## src/hw/scld_pkg.sv

```systemverilog
/*
 * Constants for the system control low bits and card-detect debounce bank.
 * Assumes byte-addressed configuration accesses on dword-aligned offsets.
 */
package scld_pkg;
	localparam logic [7:0] SYSCTL_OFS = 8'h80;
	localparam logic [7:0] DEBOUNCE_OFS = 8'h84;
	localparam logic [1:0] FUNC_0 = 2'h0;
	localparam logic [1:0] FUNC_1 = 2'h1;
	localparam int BIT_MUX = 0;
	localparam int BIT_KEEP = 1;
	localparam int BIT_VOLT = 2;
	localparam int BIT_RSVD3 = 3;
	localparam int BIT_PAR = 4;
	localparam int BIT_LOCK = 5;
	localparam logic LOCK_RST = 1'h1;
	localparam logic PAR_RST = 1'h0;
	localparam logic RSVD3_RST = 1'h0;
	localparam logic KEEP_RST = 1'h0;
	localparam logic MUX_RST = 1'h0;
	localparam logic [7:0] DEBOUNCE_RST = 8'h19;
	localparam int CLK_KHZ = 125000;
	localparam int DEB_UNIT_MS = 2;
	localparam int DEB_UNIT_CYCLES = DEB_UNIT_MS * CLK_KHZ;
	localparam int PRE_W = 24;
	localparam int SYNC_STAGES = 3;
endpackage

```

## src/hw/scld_if.sv

```systemverilog
/*
 * Carrier between the register bank and the card-detect filter.
 * Assumes both ends run on the same system clock.
 */
`timescale 1ns/10ps
interface scld_if;
	logic [7:0] deb_value;
	logic card_present;
	logic detect_changed;
	modport ctl (
		output deb_value,
		input card_present,
		input detect_changed
	);
	modport flt (
		input deb_value,
		output card_present,
		output detect_changed
	);
endinterface

```

## src/hw/scld_debounce.sv

```systemverilog
/*
 * Card-detect filter: three-stage synchroniser, unit prescaler and unit count.
 * Assumes the detect pin is asynchronous and active low.
 */
`timescale 1ns/10ps
module scld_debounce #(
	parameter int UNIT_CYCLES = scld_pkg::DEB_UNIT_CYCLES
) (
	input wire logic clk_sys_i,
	input wire logic nrst_i,
	input wire logic media_card_detect_n_i,
	scld_if.flt bus
);
	typedef struct packed {
		logic [scld_pkg::SYNC_STAGES-1:0] sync;
		logic stable_n;
		logic changed;
		logic [scld_pkg::PRE_W-1:0] pre;
		logic [7:0] units;
	} scld_deb_s;

	localparam scld_deb_s RST = '{sync: '1, stable_n: 1'h1, changed: 1'h0,
		pre: '0, units: 8'h00};
	localparam logic [scld_pkg::PRE_W-1:0] PRE_LAST = scld_pkg::PRE_W'(UNIT_CYCLES - 1);

	scld_deb_s st;
	scld_deb_s next_st;
	logic agree;
	logic cand;

	assign agree = st.sync[1] == st.sync[2];
	assign cand = st.sync[2];
	assign bus.card_present = ~st.stable_n;
	assign bus.detect_changed = st.changed;

	// ------------------------------------------------------------
	// Filter
	// ------------------------------------------------------------
	always_comb begin
		next_st = st;
		next_st.sync = {st.sync[1:0], media_card_detect_n_i};
		next_st.changed = 1'h0;
		if (!agree || cand == st.stable_n) begin
			next_st.pre = '0;
			next_st.units = 8'h00;
		end else if (st.units == bus.deb_value) begin
			next_st.stable_n = cand;
			next_st.changed = 1'h1;
			next_st.pre = '0;
			next_st.units = 8'h00;
		end else if (st.pre == PRE_LAST) begin
			next_st.pre = '0;
			next_st.units = st.units + 8'h01;
		end else begin
			next_st.pre = st.pre + scld_pkg::PRE_W'(1);
		end
	end

	always_ff @(posedge clk_sys_i) begin
		if (!nrst_i) begin
			st <= RST;
		end else begin
			st <= next_st;
		end
	end
endmodule

```

## src/hw/scld_top.sv

```systemverilog
/*
 * System control low bits and card-detect debounce register bank.
 * Assumes byte-addressed configuration cycles with byte enables on the
 * system clock, and same-clock event and enable inputs from the core.
 */
`timescale 1ns/10ps
module scld_top #(
	parameter int UNIT_CYCLES = scld_pkg::DEB_UNIT_CYCLES
) (
	input wire logic clk_sys_i,
	input wire logic nrst_i,
	input wire logic pci_rst_n_i,
	input wire logic cfg_wr_i,
	input wire logic cfg_rd_i,
	input wire logic [1:0] cfg_func_i,
	input wire logic [7:0] cfg_addr_i,
	input wire logic [3:0] cfg_be_i,
	input wire logic [31:0] cfg_wdata_i,
	output logic [31:0] cfg_rdata_o,
	input wire logic legacy_socket_voltage_i,
	input wire logic card_parity_err_i,
	input wire logic pme_i,
	input wire logic ring_indicate_output_i,
	input wire logic ring_output_enable_i,
	input wire logic media_card_detect_n_i,
	output logic ident_write_enable_o,
	output logic serr_o,
	output logic clock_hold_o,
	output logic shared_wake_ring_pin_o,
	output logic shared_wake_ring_pin_oe_o,
	output logic card_present_o,
	output logic card_detect_change_o
);
	typedef struct packed {
		logic lock;
		logic par_fwd;
		logic rsvd3;
		logic volt;
		logic keep;
		logic mux;
		logic [7:0] deb;
		logic [31:0] rdata;
		logic id_we;
		logic serr;
		logic clk_hold;
		logic pin_out;
		logic pin_oe;
		logic present;
		logic det_chg;
	} scld_top_s;

	localparam scld_top_s RST = '{
		lock: scld_pkg::LOCK_RST,
		par_fwd: scld_pkg::PAR_RST,
		rsvd3: scld_pkg::RSVD3_RST,
		volt: 1'h0,
		keep: scld_pkg::KEEP_RST,
		mux: scld_pkg::MUX_RST,
		deb: scld_pkg::DEBOUNCE_RST,
		rdata: 32'h00000000,
		id_we: ~scld_pkg::LOCK_RST,
		serr: 1'h0,
		clk_hold: scld_pkg::KEEP_RST,
		pin_out: 1'h0,
		pin_oe: 1'h0,
		present: 1'h0,
		det_chg: 1'h0
	};

	scld_top_s st;
	scld_top_s next_st;
	scld_if bus ();

	logic func_ok;
	logic hit_sys;
	logic hit_deb;
	logic wr_lane0;
	logic [5:0] sys_view;

	// ------------------------------------------------------------
	// Decode
	// ------------------------------------------------------------
	// Functions 0 and 1 reach the same storage; other functions see nothing.
	assign func_ok = (cfg_func_i == scld_pkg::FUNC_0) || (cfg_func_i == scld_pkg::FUNC_1);
	assign hit_sys = func_ok && cfg_addr_i == scld_pkg::SYSCTL_OFS;
	assign hit_deb = func_ok && cfg_addr_i == scld_pkg::DEBOUNCE_OFS;
	// Writes are held off while the bus-side reset is asserted.
	assign wr_lane0 = cfg_wr_i && cfg_be_i[0] && pci_rst_n_i;

	always_comb begin
		sys_view = 6'h00;
		sys_view[scld_pkg::BIT_MUX] = st.mux;
		sys_view[scld_pkg::BIT_KEEP] = st.keep;
		sys_view[scld_pkg::BIT_VOLT] = st.volt;
		sys_view[scld_pkg::BIT_RSVD3] = st.rsvd3;
		sys_view[scld_pkg::BIT_PAR] = st.par_fwd;
		sys_view[scld_pkg::BIT_LOCK] = st.lock;
	end

	// ------------------------------------------------------------
	// Card-detect filter
	// ------------------------------------------------------------
	assign bus.deb_value = st.deb;

	scld_debounce #(
		.UNIT_CYCLES(UNIT_CYCLES)
	) u_debounce (
		.clk_sys_i(clk_sys_i),
		.nrst_i(nrst_i),
		.media_card_detect_n_i(media_card_detect_n_i),
		.bus(bus.flt)
	);

	// ------------------------------------------------------------
	// Next state
	// ------------------------------------------------------------
	always_comb begin
		next_st = st;
		next_st.volt = legacy_socket_voltage_i;
		if (wr_lane0 && hit_sys) begin
			next_st.mux = cfg_wdata_i[scld_pkg::BIT_MUX];
			next_st.keep = cfg_wdata_i[scld_pkg::BIT_KEEP];
			next_st.rsvd3 = cfg_wdata_i[scld_pkg::BIT_RSVD3];
			next_st.par_fwd = cfg_wdata_i[scld_pkg::BIT_PAR];
			next_st.lock = cfg_wdata_i[scld_pkg::BIT_LOCK];
		end
		if (wr_lane0 && hit_deb) begin
			next_st.deb = cfg_wdata_i[7:0];
		end
		next_st.rdata = 32'h00000000;
		if (cfg_rd_i && hit_sys) begin
			next_st.rdata = {26'h0, sys_view};
		end else if (cfg_rd_i && hit_deb) begin
			next_st.rdata = {24'h000000, st.deb};
		end
		next_st.id_we = ~next_st.lock;
		next_st.serr = card_parity_err_i && st.par_fwd;
		next_st.clk_hold = next_st.keep;
		if (next_st.mux) begin
			next_st.pin_oe = 1'h1;
			next_st.pin_out = pme_i;
		end else if (ring_output_enable_i) begin
			next_st.pin_oe = 1'h1;
			next_st.pin_out = ring_indicate_output_i;
		end else begin
			next_st.pin_oe = 1'h0;
			next_st.pin_out = 1'h0;
		end
		next_st.present = bus.card_present;
		next_st.det_chg = bus.detect_changed;
		// Bus-side reset clears read data and serr but keeps all settings.
		if (!pci_rst_n_i) begin
			next_st.rdata = 32'h00000000;
			next_st.serr = 1'h0;
		end
	end

	always_ff @(posedge clk_sys_i) begin
		if (!nrst_i) begin
			st <= RST;
		end else begin
			st <= next_st;
		end
	end

	assign cfg_rdata_o = st.rdata;
	assign ident_write_enable_o = st.id_we;
	assign serr_o = st.serr;
	assign clock_hold_o = st.clk_hold;
	assign shared_wake_ring_pin_o = st.pin_out;
	assign shared_wake_ring_pin_oe_o = st.pin_oe;
	assign card_present_o = st.present;
	assign card_detect_change_o = st.det_chg;
endmodule

```

## config.mk

```make
export PLATFORM = sky130hd
export DESIGN_NAME = scld_top
export DESIGN_NICKNAME = d
export VERILOG_FILES = /design/src/hw/scld_pkg.sv /design/src/hw/scld_if.sv /design/src/hw/scld_debounce.sv /design/src/hw/scld_top.sv
export SDC_FILE = /design/constraint.sdc
export NUM_CORES = 1
export LEC_CHECK = 0
export ABC_CLOCK_PERIOD_IN_PS = 2680
export BUFFER_PORTS_ARGS = -buffer_cell sky130_fd_sc_hd__buf_2
export CORE_ASPECT_RATIO = 0.5
export CORE_MARGIN = 4
export CORE_UTILIZATION = 51
export DETAILED_ROUTE_END_ITERATION = 16
export PLACE_DENSITY = 0.8
export SKIP_CTS_REPAIR_TIMING = 1
export SYNTH_ARGS = -nofsm -noshare
export SYNTH_HDL_FRONTEND = slang
export SYNTH_SLANG_ARGS = --single-unit
```

## constraint.sdc

```tcl
create_clock -name clk_sys_i -period 2.68 [get_ports clk_sys_i]
set_clock_uncertainty 0.05 [all_clocks]
set_input_delay 0.536 -clock clk_sys_i [delete_from_list [all_inputs] [get_ports clk_sys_i]]
set_output_delay 0.536 -clock clk_sys_i [all_outputs]
set_load 0.05 [all_outputs]
```

* Word-level counts from Yosys, hierarchy flattened *
Cells that the tools add are included.

word-level totals
  input bits = 57
  register bits after elaboration = 89
  output and inout port bits = 39
  logic and storage cells = 63

cells by class
  $add $sub $neg = 2
  muxes and demuxes = 7
  reduce and logical (&&, ||, !) cells = 20
  equal/unequal tests = 7
  bitwise operators = 6

operator list
  kind                     count
  $add A24 B1 Y24 const B  1
  $eq A24 B18 Y1 const B   1
  $eq A8 B8 Y1 const B     2
  $mux W6                  2
  $logic_and A1 B1 Y1      9
  $add A8 B1 Y8 const B    1
  $eq A8 B8 Y1             1
  $reduce_or A4 Y1         2
  $mux W2                  3
  $not A1 Y1               6
  $reduce_or A3 Y1         2
  $reduce_and A2 Y1        2
  $mux W3                  1
  $eq A1 B1 Y1             2
  $eq A2 B1 Y1 const B     1
  $logic_not A2 Y1         1
  $logic_or A1 B1 Y1       2
  $reduce_or A2 Y1         1
  $logic_not A1 Y1         1
  $mux W1                  1

* Logic depth before layout (Yosys ltp) *
Gate-level depths: netlist (run 1).

  depth after elaboration = 6
  gate-level depth with buffers = 7
  mapped depth without buffers = 5

* Cells and area by module *
From an unflattened synthesis (run 1), not the netlist that was laid out.

second synthesis, totals
  cells, all modules = 305
  area, all modules = 2,952.8 um2

by module, submodules not included
  module         times used  cells each  seq. area each (um2)  area each (um2)
  scld_debounce  1           187         740.7                 1,694.1
  scld_top       1           118         560.5                 1,258.7

* Least setup slack after synthesis (run 1) *
OpenSTA, ideal clock, no wires.

  path kind = input to register
  from = input cfg_addr_i[1]
  to = register st (netlist bit shared_wake_ring_pin_o)
  buffers on the path = 1
  library setup time = 0.072 ns
  stages = 5
  slack = 0.452 ns
  arrival time = 2.106 ns
  data required time = 2.558 ns
  cells stage by stage = or4b_4 > or4_4 > buf_6 > mux2i_4 > mux2i_1

on the way
  word-level cells in the longest chain between the ends = 5

ends and longest elaborated chain
  what                  line             source
  start, declared       scld_top.sv:16   input wire logic [7:0] cfg_addr_i,
  $eq A8 B8 Y1          scld_top.sv:85   assign hit_sys = func_ok && cfg_addr_i == scld_pkg::SYSCTL_OFS;
  $logic_and A1 B1 Y1   scld_top.sv:85
  $logic_and A1 B1 Y1   scld_top.sv:120  if (wr_lane0 && hit_sys) begin
  $mux W2               scld_top.sv:120
  $mux W2               scld_top.sv:139  if (next_st.mux) begin
  end signal, assigned  scld_top.sv:162  st <= next_st;
  end, declared         scld_top.sv:70   scld_top_s st;

Every way passes these cells. The select of a mux whose other input is x is not followed.
A chain may end at the register's enable or synchronous reset.

* Worst setup path after layout (run 1) *
  from = register u_debounce.st[0] (netlist bit)
  to = register u_debounce.st[21] (netlist bit)

on the way
  word-level cells in the longest chain between the ends = 2

ends and longest elaborated chain
  what                               line                 source
  start, declared                    scld_debounce.sv:26  scld_deb_s st;
  start signal, assigned             scld_debounce.sv:63  st <= next_st;
  $eq A8 B8 Y1                       scld_debounce.sv:46  end else if (st.units == bus.deb_value) begin
  $reduce_or A4 Y1 (no source line)  n/a

Every way passes these cells.

==> key figures, run 1 <==
Critical path
  • Startpoint type of the worst setup path: register
  • Endpoint kind of the worst setup timing path: register
  • Reg2Reg Capture Point: u_debounce.st[21]$_SDFF_PP0_
  • Data required, critical path: 2790 ps
  • CP cell instances: xnor2_1 -> nand4_1 -> o21ai_2 -> nor3_1
  • Cells on worst reg2reg path: 4
  • Slowest CP cell: sky130_fd_sc_hd__o21ai_2
  • Worst Setup Path Type: register to register
  • Number of cells on the critical path: 4
  • Buffering stage count on the worst path with inverters included: 0
  • R2R Path Start: u_debounce.st[0]$_SDFFE_PP0N_
  • Crit path max-delay family: compound AO/OA/AOI/OAI gates
  • Reg2reg setup slack: 390 ps
  • Crit path to: u_debounce.st[21]$_SDFF_PP0_
  • Slowest stage delay, CP: 1060 ps
  • Highest fanout seen on the critical path: 31
  • Data arrival time of the worst path: 2400 ps
  • Worst setup path start: u_debounce.st[0]$_SDFFE_PP0N_

Power
  • Leakage component of the power: 0.001257 uW
  • Power density relative to cell area: 659.1 mW/mm2
  • Total power consumption of the routed design: 2308 uW
  • Max VDD drop: 0.3373 mV

Placement
  • Worst Setup Slack post-DPL: 294.9 ps
  • HPWL reported at the end of detailed placement: 4353 um
  • Gp weighted congestion: 0.8790
  • Total cell area at the placement stage: 0.003189 mm2
  • Count of input and output buffers: 43

GRT
  • Global-route layer with the greatest usage: met2
  • Pin count of the biggest net entering global routing: 32
  • Combined global-route utilization of all metal layers: 17.44%
  • Vias in the first global route: 2365
  • First-pass GRT wire length: 10650 um
  • Total congestion overflow after global routing: 0
  • Global-route met3 utilization: 5.787%
  • Initial antenna violation count: 0
  • Met1 track demand over resource in global routing: 19.40%
  • Global routing met2 resource utilization: 30.88%

Detailed routing
  • Total via count in the routed design: 2480
  • Detailed Route Iter0 Violations: 254
  • Vias per std cell: 5.598
  • Number of iterations in the first detailed-routing pass: 4
  • Final Routed Wirelength: 6447 um
  • Average wire per standard cell: 14.55 um
  • Post-route DRC: 0
  • Remaining number of nets flagged by the antenna check after routing: 0

Synthesis
  • Number of unique standard cell types used by synthesis: 44
  • Flops & latches, synth: 65
  • Syn Area/Cell: 9.297 um2
  • Sequential element share of the synthesized area: 42.41%
  • Leading area contributor after synthesis: sky130_fd_sc_hd__dfxtp_1
  • Most area-consuming cells after synthesis: sky130_fd_sc_hd__dfxtp_1, sky130_fd_sc_hd__buf_4, sky130_fd_sc_hd__xnor2_1, sky130_fd_sc_hd__mux2i_1, sky130_fd_sc_hd__nor3_1
  • Fraction of post-synthesis cell area in the top cell type by area: 42.41%
  • Number of warnings reported in the yosys synthesis log: 0
  • Synth Cell Area: 0.003068 mm2
  • Post-synthesis cell count: 330

Floorplanning
  • Die ar.: 0.007396 mm2
  • Number of placement rows: 19
  • Initial Util: 54.22%
  • Core ar.: 0.005658 mm2
  • IO Count: 96
  • Die height: 62.85 um
  • Die W: 117.7 um

Layout
  • Post-layout instance area: 0.003501 mm2
  • Count of fill cells added during filler insertion: 446
  • Sequential cell area: 0.001301 mm2
  • Final Net Count: 424
  • Multi-input gate area: 0.001533 mm2
  • Antenna Diode Count: 0
  • Layout-stage area growth over the synthesis result: 14.11%
  • Share of post-route cells with drive strength above 1: 19.19%

Timing
  • Unrepaired setup endpoints after global routing: no
  • Max frequency: 436.5 MHz
  • Final Slew Violations: 0
  • Period minus WS final: 2291 ps
  • Final worst-path setup slack: 389.0 ps
  • Slew of the pin with the lowest slew margin: 1282 ps
  • Setup TNS: 0 ps
  • Headroom to the max-slew limit: 14.50%
  • Hold Violations, Final: 0
  • Crit share post-route: 85.48%
  • Final setup vio count: 0

Job
  • Max-cap violation count: 0

Clock tree
  • Skew-Pair Late Insertion Delay: 330 ps
  • TritonCTS Buffers: 9
  • Worst-case clock buffer depth: 2
  • TritonCTS clock tree: yes
  • Clock Pin Slew Worst Setup and Hold Paths: 50 ps
  • Clk sinks: 65
  • Buffer cell driving the clock tree root: sky130_fd_sc_hd__clkbuf_16
  • CTS H-tree lvls: 3

Min path
  • Path category of the worst min-delay check: input port to register
  • Hold Path Origin: media_card_detect_n_i

Status
  • Outcome: complete, no violations
-- area by class of cell --
| cell class | instances | share of cell area, % |
|---|---|---|
| multi-input cells | 236 | 43.78 |
| flip-flops and latches | 65 | 37.17 |
| repair buffers | 46 | 6.791 |
| clock buffers | 10 | 6.540 |
| well taps | 73 | 2.609 |
| clock inverters | 6 | 2.359 |
| inverters | 7 | 0.7505 |
-- cells in the mapped netlist (all sizes together) --
| master | count |
|---|---|
| or2 | 1 |
| a21oi | 9 |
| or4b | 2 |
| nand2 | 16 |
| nor2 | 16 |
| nor4bb | 1 |
| nand3 | 12 |
| nand3b | 2 |
| nor4b | 2 |
| or4 | 8 |
| conb | 1 |
| nand2b | 3 |
| xor2 | 1 |
| ha | 2 |
| nand4 | 12 |
| nor3 | 19 |
| nor2b | 2 |
| a22o | 6 |
| and4 | 3 |
| and2 | 4 |
| buf | 34 |
| inv | 7 |
| nor3b | 2 |
| clkbuf | 11 |
| xnor2 | 21 |
| o31ai | 5 |
| dfxtp | 65 |
| and3 | 5 |
| o211ai | 2 |
| nor4 | 8 |
| or3 | 11 |
| mux2i | 15 |
| or3b | 1 |
| a211oi | 10 |
| o21ai | 11 |
-- through the flow --
step,instances,hold WS [ps],util [%]
6_report,443,349.5,61.88
5_1_grt,443,354.2,61.88
4_1_cts,443,341.3,61.88
3_5_place_dp,427,380.5,56.37
3_3_place_gp,427,346.3,56.37
2_1_floorplan,353,336.3,-
-- layout by cell type (no fill, tap or decap), types with 3 or more instances in the layout --
| master | count |
|---|---|
| sky130_fd_sc_hd__dfxtp_1 | 65 |
| sky130_fd_sc_hd__inv_1 | 7 |
| sky130_fd_sc_hd__conb_1 | 24 |
| sky130_fd_sc_hd__nor4_1 | 7 |
| sky130_fd_sc_hd__a211oi_1 | 9 |
| sky130_fd_sc_hd__nand2_1 | 16 |
| sky130_fd_sc_hd__or3_1 | 11 |
| sky130_fd_sc_hd__and2_1 | 4 |
| sky130_fd_sc_hd__or4_1 | 7 |
| sky130_fd_sc_hd__o21ai_1 | 8 |
| sky130_fd_sc_hd__o31ai_1 | 5 |
| sky130_fd_sc_hd__xnor2_1 | 21 |
| sky130_fd_sc_hd__a21oi_1 | 9 |
| sky130_fd_sc_hd__and3_1 | 5 |
| sky130_fd_sc_hd__nor3_1 | 19 |
| sky130_fd_sc_hd__nand2b_1 | 3 |
| sky130_fd_sc_hd__buf_2 | 43 |
| sky130_fd_sc_hd__nor2_1 | 16 |
| sky130_fd_sc_hd__nand3_1 | 11 |
| sky130_fd_sc_hd__clkinv_2 | 3 |
| sky130_fd_sc_hd__clkbuf_16 | 9 |
| sky130_fd_sc_hd__buf_4 | 3 |
| sky130_fd_sc_hd__a22o_1 | 6 |
| sky130_fd_sc_hd__and4_1 | 3 |
| sky130_fd_sc_hd__nand4_1 | 12 |
| sky130_fd_sc_hd__mux2i_1 | 14 |
-- worst reg2reg max path, delay by kind of cell, from the launching register on --
kind	cells	cell delay, ps
simple gates	2	390
xor+xnor	1	160
flops	1	450
compound gates	1	1060
-- kinds of logic (layout without fill, tap and decap cells) --
family	count (synthesis)	count (layout)	synth area share, %
buf+inv	52	69	10.56
compound gates	43	43	9.298
fa+ha+maj	2	2	0.8155
mux	15	15	5.302
flops	65	65	42.41
xor+xnor	22	22	6.281
other cells	1	24	0.1222
simple gates	130	130	25.20
-- power breakdown --
| part | switching (uW) | total, uW | internal, uW |
|---|---|---|---|
| clock | 405 | 1210 | 808 |
| sequential | 1.75 | 973 | 971 |
| combinational | 99.6 | 121 | 21.9 |
| total | 506 | 2310 | 1800 |
-- metal layers --
layer  up-vias  wire length, um
li1       1217                -
met1      1162             2700
met2        87             3200
met3        14              436
met4         0              110
met5         -                0
-- sequential cells by signal, summed over array words and instances, names as in the netlist, named ones only --
| name | count |
|---|---|
| u_debounce.st | 33 |
| bus.deb_value | 8 |
| cfg_rdata_o | 8 |
| st | 4 |
| u_debounce.next_st | 2 |
| card_detect_change_o | 1 |
| card_present_o | 1 |
| clock_hold_o | 1 |
| ident_write_enable_o | 1 |
| serr_o | 1 |
| shared_wake_ring_pin_o | 1 |
| shared_wake_ring_pin_oe_o | 1 |
| u_debounce.bus.detect_changed | 1 |
| u_debounce.cand | 1 |
-- worst min path at each step --
stage	endpoint	slack, ps	depth (start not counted)
after floorplan	u_debounce.next_st[36]$_SDFF_PN1_	340	1
final	u_debounce.next_st[35]$_SDFF_PN1_	350	2
after detailed placement	card_detect_change_o$_SDFF_PN0_	380	1
after global placement	u_debounce.next_st[36]$_SDFF_PN1_	350	1
after CTS	u_debounce.next_st[35]$_SDFF_PN1_	340	2
after global routing	u_debounce.next_st[35]$_SDFF_PN1_	350	2
(Power assumes the default switching activity.)
==> run 2, diff against run 1 <==
--- a/config.mk
+++ b/config.mk
@@ -6,12 +6,14 @@
 export NUM_CORES = 1
 export LEC_CHECK = 0
 export ABC_CLOCK_PERIOD_IN_PS = 2680
-export BUFFER_PORTS_ARGS = -buffer_cell sky130_fd_sc_hd__buf_2
+export BUFFER_PORTS_ARGS = -buffer_cell sky130_fd_sc_hd__buf_4
+export CELL_PAD_IN_SITES_DETAIL_PLACEMENT = 0
+export CELL_PAD_IN_SITES_GLOBAL_PLACEMENT = 1
 export CORE_ASPECT_RATIO = 0.5
-export CORE_MARGIN = 4
-export CORE_UTILIZATION = 51
+export CORE_MARGIN = 2
+export CORE_UTILIZATION = 38
 export DETAILED_ROUTE_END_ITERATION = 16
-export PLACE_DENSITY = 0.8
+export PLACE_DENSITY_LB_ADDON = 0.1
 export SKIP_CTS_REPAIR_TIMING = 1
 export SYNTH_ARGS = -nofsm -noshare
 export SYNTH_HDL_FRONTEND = slang
==> run 2 against run 1 <==
Effect of this change:
- via count down 3.4%
- worst hold slack worse by 11 ps
- wire length up 0.45%
- critical path depth unchanged
- combinational power up 9%
- sequential share of layout area down 2.0 points
- die area up 20%
- largest power group unchanged
==> key figures, run 2 (synthesized netlist as in run 1, its figures left out) <==
Min path
  • Path category of the worst min-delay check: input port to register (unchanged)

Critical path
  • Startpoint type of the worst setup path: register (unchanged)
  • Highest fanout seen on the critical path: 9 (was 31)
  • Worst Setup Path Type: register to register (unchanged)
  • Data arrival time of the worst path: 2350 ps (was 2400 ps)
  • Data required, critical path: 2860 ps (was 2790 ps)
  • Slowest stage delay, CP: 740 ps (was 1060 ps)
  • CP cell instances: nand4_1 -> or4_1 -> or3_1 -> a211oi_1 (was xnor2_1 -> nand4_1 -> o21ai_2 -> nor3_1)
  • Endpoint kind of the worst setup timing path: register (unchanged)
  • Slowest CP cell: sky130_fd_sc_hd__or4_1 (was sky130_fd_sc_hd__o21ai_2)

Floorplanning
  • Die ar.: 0.008852 mm2 (was 0.007396 mm2)
  • Die height: 67.54 um (was 62.85 um)
  • Die W: 131.1 um (was 117.7 um)
  • Number of placement rows: 23 (was 19)
  • Initial Util: 38.77% (was 54.22%)
  • Core ar.: 0.007914 mm2 (was 0.005658 mm2)
  • IO Count: 96 (unchanged)

Timing
  • Crit share post-route: 80.94% (was 85.48%)
  • Period minus WS final: 2169 ps (was 2291 ps)
  • Setup TNS: 0 ps (unchanged)
  • Hold Violations, Final: 0 (unchanged)
  • Unrepaired setup endpoints after global routing: no (unchanged)
  • Headroom to the max-slew limit: 65.71% (was 14.50%)
  • Worst hold-check slack: 338.2 ps (was 349.5 ps)
  • Slew of the pin with the lowest slew margin: 509.7 ps (was 1282 ps)
  • Final setup vio count: 0 (unchanged)
  • Final Slew Violations: 0 (unchanged)
  • Max frequency: 461.0 MHz (was 436.5 MHz)
  • Final worst-path setup slack: 510.8 ps (was 389.0 ps)

Clock tree
  • Skew-Pair Late Insertion Delay: 330 ps (about the same)
  • TritonCTS clock tree: yes (unchanged)
  • Buffer cell driving the clock tree root: sky130_fd_sc_hd__clkbuf_16 (unchanged)
  • Clock Pin Slew Worst Setup and Hold Paths: 60 ps (was 50 ps)
  • Clk sinks: 65 (unchanged)
  • TritonCTS Buffers: 9 (unchanged)
  • Worst-case clock buffer depth: 2 (unchanged)
  • CTS H-tree lvls: 3 (unchanged)

Detailed routing
  • Vias per std cell: 4.961 (was 5.598)
  • Number of iterations in the first detailed-routing pass: 4 (unchanged)
  • Remaining number of nets flagged by the antenna check after routing: 0 (unchanged)
  • Final Routed Wirelength: 6476 um (was 6447 um)
  • Average wire per standard cell: 13.41 um (was 14.55 um)
  • Total via count in the routed design: 2396 (was 2480)
  • Post-route DRC: 0 (unchanged)
  • Detailed Route Iter0 Violations: 93 (was 254)

Power
  • Power density relative to cell area: 663.3 mW/mm2 (was 659.1 mW/mm2)
  • Max VDD drop: 0.3201 mV (was 0.3373 mV)
  • Leakage component of the power: 0.001295 uW (was 0.001257 uW)

Status
  • Outcome: complete, no violations (unchanged)

Placement
  • Worst Setup Slack post-DPL: 310.5 ps (was 294.9 ps)
  • Count of input and output buffers: 43 (unchanged)
  • Gp weighted congestion: 0.7972 (was 0.8790)
  • HPWL reported at the end of detailed placement: 4420 um (was 4353 um)
  • Number of cells in the design after placement: 467 (was 427)

GRT
  • Pin count of the biggest net entering global routing: 32 (unchanged)
  • Combined global-route utilization of all metal layers: 15.56% (was 17.44%)
  • Vias in the first global route: 2170 (was 2365)
  • First-pass GRT wire length: 10520 um (was 10650 um)
  • Initial antenna violation count: 0 (unchanged)
  • Total congestion overflow after global routing: 0 (unchanged)

Job
  • Max-cap violation count: 0 (unchanged)

Layout
  • Layout-stage area growth over the synthesis result: 20.51% (was 14.11%)
  • Share of post-route cells with drive strength above 1: 19.68% (was 19.19%)
  • Commonest cells after routing, fill and taps aside: sky130_fd_sc_hd__dfxtp_1, sky130_fd_sc_hd__buf_4, sky130_fd_sc_hd__conb_1, sky130_fd_sc_hd__xnor2_1, sky130_fd_sc_hd__nor3_1 (was sky130_fd_sc_hd__dfxtp_1, sky130_fd_sc_hd__buf_2, sky130_fd_sc_hd__conb_1, sky130_fd_sc_hd__xnor2_1, sky130_fd_sc_hd__nor3_1)
  • Max reg flops: 33 (unchanged)
  • Final Net Count: 425 (was 424)
  • Leading cell type in the layout, fill and taps excluded: sky130_fd_sc_hd__dfxtp_1 (unchanged)
  • Biggest register: u_debounce.st (unchanged)
  • Non-filler cells in the finished layout: 483 (was 443)
  • Antenna Diode Count: 0 (unchanged)
[run 2: cell types whose count changed in the layout (fill, tap and decap cells not counted)]
| cell | change |
|---|---|
| sky130_fd_sc_hd__buf_2 | -43 |
| sky130_fd_sc_hd__clkinv_4 | +1 |
| sky130_fd_sc_hd__clkinv_2 | -2 |
| sky130_fd_sc_hd__clkinvlp_4 | +1 |
| sky130_fd_sc_hd__bufinv_16 | +1 |
| sky130_fd_sc_hd__clkbuf_1 | -1 |
| sky130_fd_sc_hd__buf_4 | +44 |
[run 2: where the power goes]
group          internal, uW  switching (uW)
Combinational          33.2            99.1
Clock                   907             440
Sequential              971            1.88
Total                  1910             541
[run 2: worst paths after layout]
path,end,from,slack (ps),depth (start not counted)
min,u_debounce.next_st[35]$_SDFF_PN1_,media_card_detect_n_i,340,2
max reg2reg,u_debounce.st[29]$_SDFF_PP0_,u_debounce.st[17]$_SDFF_PP0_,510,4
min reg2reg,u_debounce.next_st[36]$_SDFF_PN1_,u_debounce.next_st[35]$_SDFF_PN1_,360,1
max,u_debounce.st[29]$_SDFF_PP0_,u_debounce.st[17]$_SDFF_PP0_,510,4
[run 2: critical path, delay by kind of cell, from the launching register on]
family | cells | cell delay (ps)
flip-flops | 1 | 440
AO/OA/AOI/OAI | 1 | 270
AND/OR/NAND/NOR | 3 | 1310
[run 2: cell type report]
class                           instances  area (um2)
Tap cell                              112       140.1
Sequential cell                        65        1301
Inverter                                7       26.28
Clock buffer                            9       225.2
Fill cell                             783        4217
Clock inverter                          7       118.9
Timing Repair Buffer                   47       352.8
Multi-Input combinational cell        236        1533
[run 2: metrics by stage]
| stage | utilization [%] | total power (uW) | instance area (um2) |
|---|---|---|---|
| floorplan | - | 1111 | 3154 |
| global placement | 42.37 | 1125 | 3353 |
| detailed placement | 42.37 | 1126 | 3353 |
| CTS | 46.72 | 2482 | 3697 |
| global route | 46.72 | 2535 | 3697 |
| finish | 46.72 | 2452 | 3697 |
[run 2: layer usage]
metal  global-route usage (%)  up-vias  routed length [um]
met1                    19.73     1099                3255
li1                         -     1211                   -
met5                        0        -                   0
met3                    6.418        7                 503
met4                    4.388        0                  51
met2                    24.61       79                2667
==> run 3, diff against run 2 <==
--- a/config.mk
+++ b/config.mk
@@ -5,13 +5,13 @@
 export SDC_FILE = /design/constraint.sdc
 export NUM_CORES = 1
 export LEC_CHECK = 0
-export ABC_CLOCK_PERIOD_IN_PS = 2680
+export ABC_CLOCK_PERIOD_IN_PS = 1800
 export BUFFER_PORTS_ARGS = -buffer_cell sky130_fd_sc_hd__buf_4
 export CELL_PAD_IN_SITES_DETAIL_PLACEMENT = 0
 export CELL_PAD_IN_SITES_GLOBAL_PLACEMENT = 1
 export CORE_ASPECT_RATIO = 0.5
 export CORE_MARGIN = 2
-export CORE_UTILIZATION = 38
+export CORE_UTILIZATION = 34
 export DETAILED_ROUTE_END_ITERATION = 16
 export PLACE_DENSITY_LB_ADDON = 0.1
 export SKIP_CTS_REPAIR_TIMING = 1
==> constraint.sdc (replaced) <==
create_clock -name clk_sys_i -period 1.8 [get_ports clk_sys_i]
set_clock_uncertainty 0.05 [all_clocks]
set_input_delay 0.36 -clock clk_sys_i [delete_from_list [all_inputs] [get_ports clk_sys_i]]
set_output_delay 0.36 -clock clk_sys_i [all_outputs]
set_load 0.05 [all_outputs]
==> run 3 against run 2 <==
Effect of this change:
- the flow now finishes with violations (setup timing)
- clock power up 37%
- register-to-register slack got worse by 560 ps
- via count increased by 9.3%
- core utilization grew 1.9 points
- clock-buffer cell count rose by 3
- critical path depth up 1
==> key figures, run 3 (synthesized netlist as in run 1, its figures left out) <==
Status
  • Outcome: complete, but fails checks (was complete, no violations)
  • Failing checks: setup timing

GRT
  • Total congestion overflow after global routing: 0 (unchanged)
  • Pin count of the biggest net entering global routing: 32 (unchanged)
  • First-pass GRT wire length: 11950 um (was 10520 um)
  • Initial antenna violation count: 0 (unchanged)
  • Combined global-route utilization of all metal layers: 15.14% (was 15.56%)
  • Vias in the first global route: 2554 (was 2170)

Timing
  • Final worst-path setup slack: -51.61 ps (was 510.8 ps)
  • Max frequency: 540.1 MHz (was 461.0 MHz)
  • Final setup vio count: 6 (was 0)
  • Unrepaired setup endpoints after global routing: yes (was no)
  • Period minus WS final: 1852 ps (was 2169 ps)
  • Crit share post-route: 102.9% (was 80.94%)
  • Worst hold-check slack: 172.0 ps (was 338.2 ps)
  • Hold Violations, Final: 0 (unchanged)
  • Final Slew Violations: 0 (unchanged)

Layout
  • Util after Layout: 48.67% (was 46.72%)
  • Max reg flops: 33 (unchanged)
  • Layout-stage area growth over the synthesis result: 38.62% (was 20.51%)
  • Biggest register: u_debounce.st (unchanged)
  • Post-layout instance area: 0.004253 mm2 (was 0.003697 mm2)
  • Final Net Count: 462 (was 425)
  • Count of fill cells added during filler insertion: 827 (was 783)
  • Commonest cells after routing, fill and taps aside: sky130_fd_sc_hd__buf_4, sky130_fd_sc_hd__dfxtp_1, sky130_fd_sc_hd__conb_1, sky130_fd_sc_hd__xnor2_1, sky130_fd_sc_hd__nor3_1 (was sky130_fd_sc_hd__dfxtp_1, sky130_fd_sc_hd__buf_4, sky130_fd_sc_hd__conb_1, sky130_fd_sc_hd__xnor2_1, sky130_fd_sc_hd__nor3_1)
  • Share of post-route cells with drive strength above 1: 39.71% (was 19.68%)
  • Antenna Diode Count: 0 (unchanged)
  • Leading cell type in the layout, fill and taps excluded: sky130_fd_sc_hd__buf_4 (was sky130_fd_sc_hd__dfxtp_1)

Detailed routing
  • Met3 Routed Length: 402 um (was 503 um)
  • Remaining number of nets flagged by the antenna check after routing: 0 (unchanged)
  • Top sig layer: met4 (unchanged)
  • Final Routed Wirelength: 7203 um (was 6476 um)
  • Total via count in the routed design: 2618 (was 2396)
  • Routed length on met2: 3390 um (was 2667 um)
  • Routed metal-1 wirelength: 3304 um (was 3255 um)
  • Average wire per standard cell: 13.72 um (was 13.41 um)
  • Vias per std cell: 4.987 (was 4.961)
  • Detailed Route Iter0 Violations: 108 (was 93)
  • Number of iterations in the first detailed-routing pass: 4 (unchanged)
  • Post-route DRC: 0 (unchanged)

Power
  • Power density relative to cell area: 822.8 mW/mm2 (was 663.3 mW/mm2)
  • Leakage component of the power: 0.001542 uW (was 0.001295 uW)
  • Max VDD drop: 0.5747 mV (was 0.3201 mV)
  • Total power consumption of the routed design: 3499 uW (was 2452 uW)

Clock tree
  • Clk sinks: 65 (unchanged)
  • Worst-case clock buffer depth: 2 (unchanged)
  • Clock Pin Slew Worst Setup and Hold Paths: 60 ps (about the same)
  • CTS H-tree lvls: 3 (unchanged)
  • Buffer cell driving the clock tree root: sky130_fd_sc_hd__clkbuf_16 (unchanged)
  • TritonCTS Buffers: 9 (unchanged)
  • TritonCTS clock tree: yes (unchanged)
  • Skew-Pair Late Insertion Delay: 330 ps (about the same)

Floorplanning
  • Initial Util: 35.11% (was 38.77%)
  • IO Count: 96 (unchanged)
  • Die W: 138.3 um (was 131.1 um)
  • Die height: 71.17 um (was 67.54 um)
  • Number of placement rows: 24 (was 23)
  • Die ar.: 0.009846 mm2 (was 0.008852 mm2)
  • Core ar.: 0.008738 mm2 (was 0.007914 mm2)

Critical path
  • Worst Setup Path Type: register to register (unchanged)
  • CP cell instances: ha_4 -> nand3_2 -> or4_4 -> or3_4 -> a211oi_2 (was nand4_1 -> or4_1 -> or3_1 -> a211oi_1)
  • Startpoint type of the worst setup path: register (unchanged)
  • Buffering stage count on the worst path with inverters included: 0 (unchanged)
  • Highest fanout seen on the critical path: 7 (was 9)
  • Data arrival time of the worst path: 2060 ps (was 2350 ps)
  • Crit path max-delay family: simple AND/OR/NAND/NOR gates (unchanged)
  • Slowest stage delay, CP: 590 ps (was 740 ps)
  • Slowest CP cell: sky130_fd_sc_hd__or4_4 (was sky130_fd_sc_hd__or4_1)
  • Endpoint kind of the worst setup timing path: register (unchanged)
  • Data required, critical path: 2010 ps (was 2860 ps)

Placement
  • Count of input and output buffers: 43 (unchanged)
  • Total cell area at the placement stage: 0.003661 mm2 (was 0.003353 mm2)
  • Gp weighted congestion: 0.7664 (was 0.7972)
  • HPWL reported at the end of detailed placement: 5056 um (was 4420 um)

Job
  • Max-cap violation count: 0 (unchanged)

Min path
  • Path category of the worst min-delay check: input port to register (unchanged)
## run 3: cell count changes in the layout (fill, tap and decap cells not counted), sizes merged
| cell | delta |
|---|---|
| buf | +37 |
| clkbuf | +3 |
| bufinv | -2 |
| clkinvlp | -1 |
## run 3: layout make-up
cell class / instances / area (um2) / share of cell area (%)
clock buffer: 12 / 277.8 / 6.531
clock inverter: 4 / 47.55 / 1.118
inverter: 7 / 26.28 / 0.6178
multi-input combinational: 236 / 1738 / 40.87
sequential: 65 / 1330 / 31.27
tap: 117 / 146.4 / 3.442
timing repair buffer: 84 / 686.9 / 16.15
## run 3: worst paths after layout
path	cells past startpoint	slack (ps)	to	from
hold / removal	2	170	u_debounce.next_st[35]$_SDFF_PN1_	media_card_detect_n_i
hold reg to reg	1	370	u_debounce.next_st[36]$_SDFF_PN1_	u_debounce.next_st[35]$_SDFF_PN1_
setup reg to reg	5	-50	u_debounce.st[30]$_SDFF_PP0_	u_debounce.st[9]$_SDFF_PP0_
setup / recovery	5	-50	u_debounce.st[30]$_SDFF_PP0_	u_debounce.st[9]$_SDFF_PP0_
## run 3: worst register-to-register path: cells and delay by family, from the launching register on
kind | cells | cell delay [ps]
flip-flops | 1 | 360
adder cells (fa/ha/maj) | 1 | 160
AND/OR/NAND/NOR | 3 | 1050
AO/OA/AOI/OAI | 1 | 160
## run 3: layer usage
layer | track usage, % | vias to the layer above
met5 | 0 | -
met4 | 5.556 | 0
met3 | 4.942 | 11
met2 | 25.80 | 76
met1 | 18.19 | 1240
li1 | - | 1291
## run 3: where the power goes
group | leakage [uW] | switching [uW] | internal, uW
Combinational | 0.000848 | 151 | 54.2
Sequential | 0.000534 | 3.25 | 1440
Clock | 0.000160 | 626 | 1230
Total | 0.00154 | 780 | 2720
## run 3: through the flow
| stage | instances | TNS, ps | setup WS, ps |
|---|---|---|---|
| 4_1_cts | 519 | -1811 | -173.1 |
| 5_1_grt | 525 | -947.7 | -113.1 |
| 2_1_floorplan | 353 | -3009 | -251.6 |
| 3_3_place_gp | 503 | -6971 | -346.6 |
| 6_report | 525 | -176.5 | -51.61 |
| 3_5_place_dp | 503 | -7435 | -358.2 |
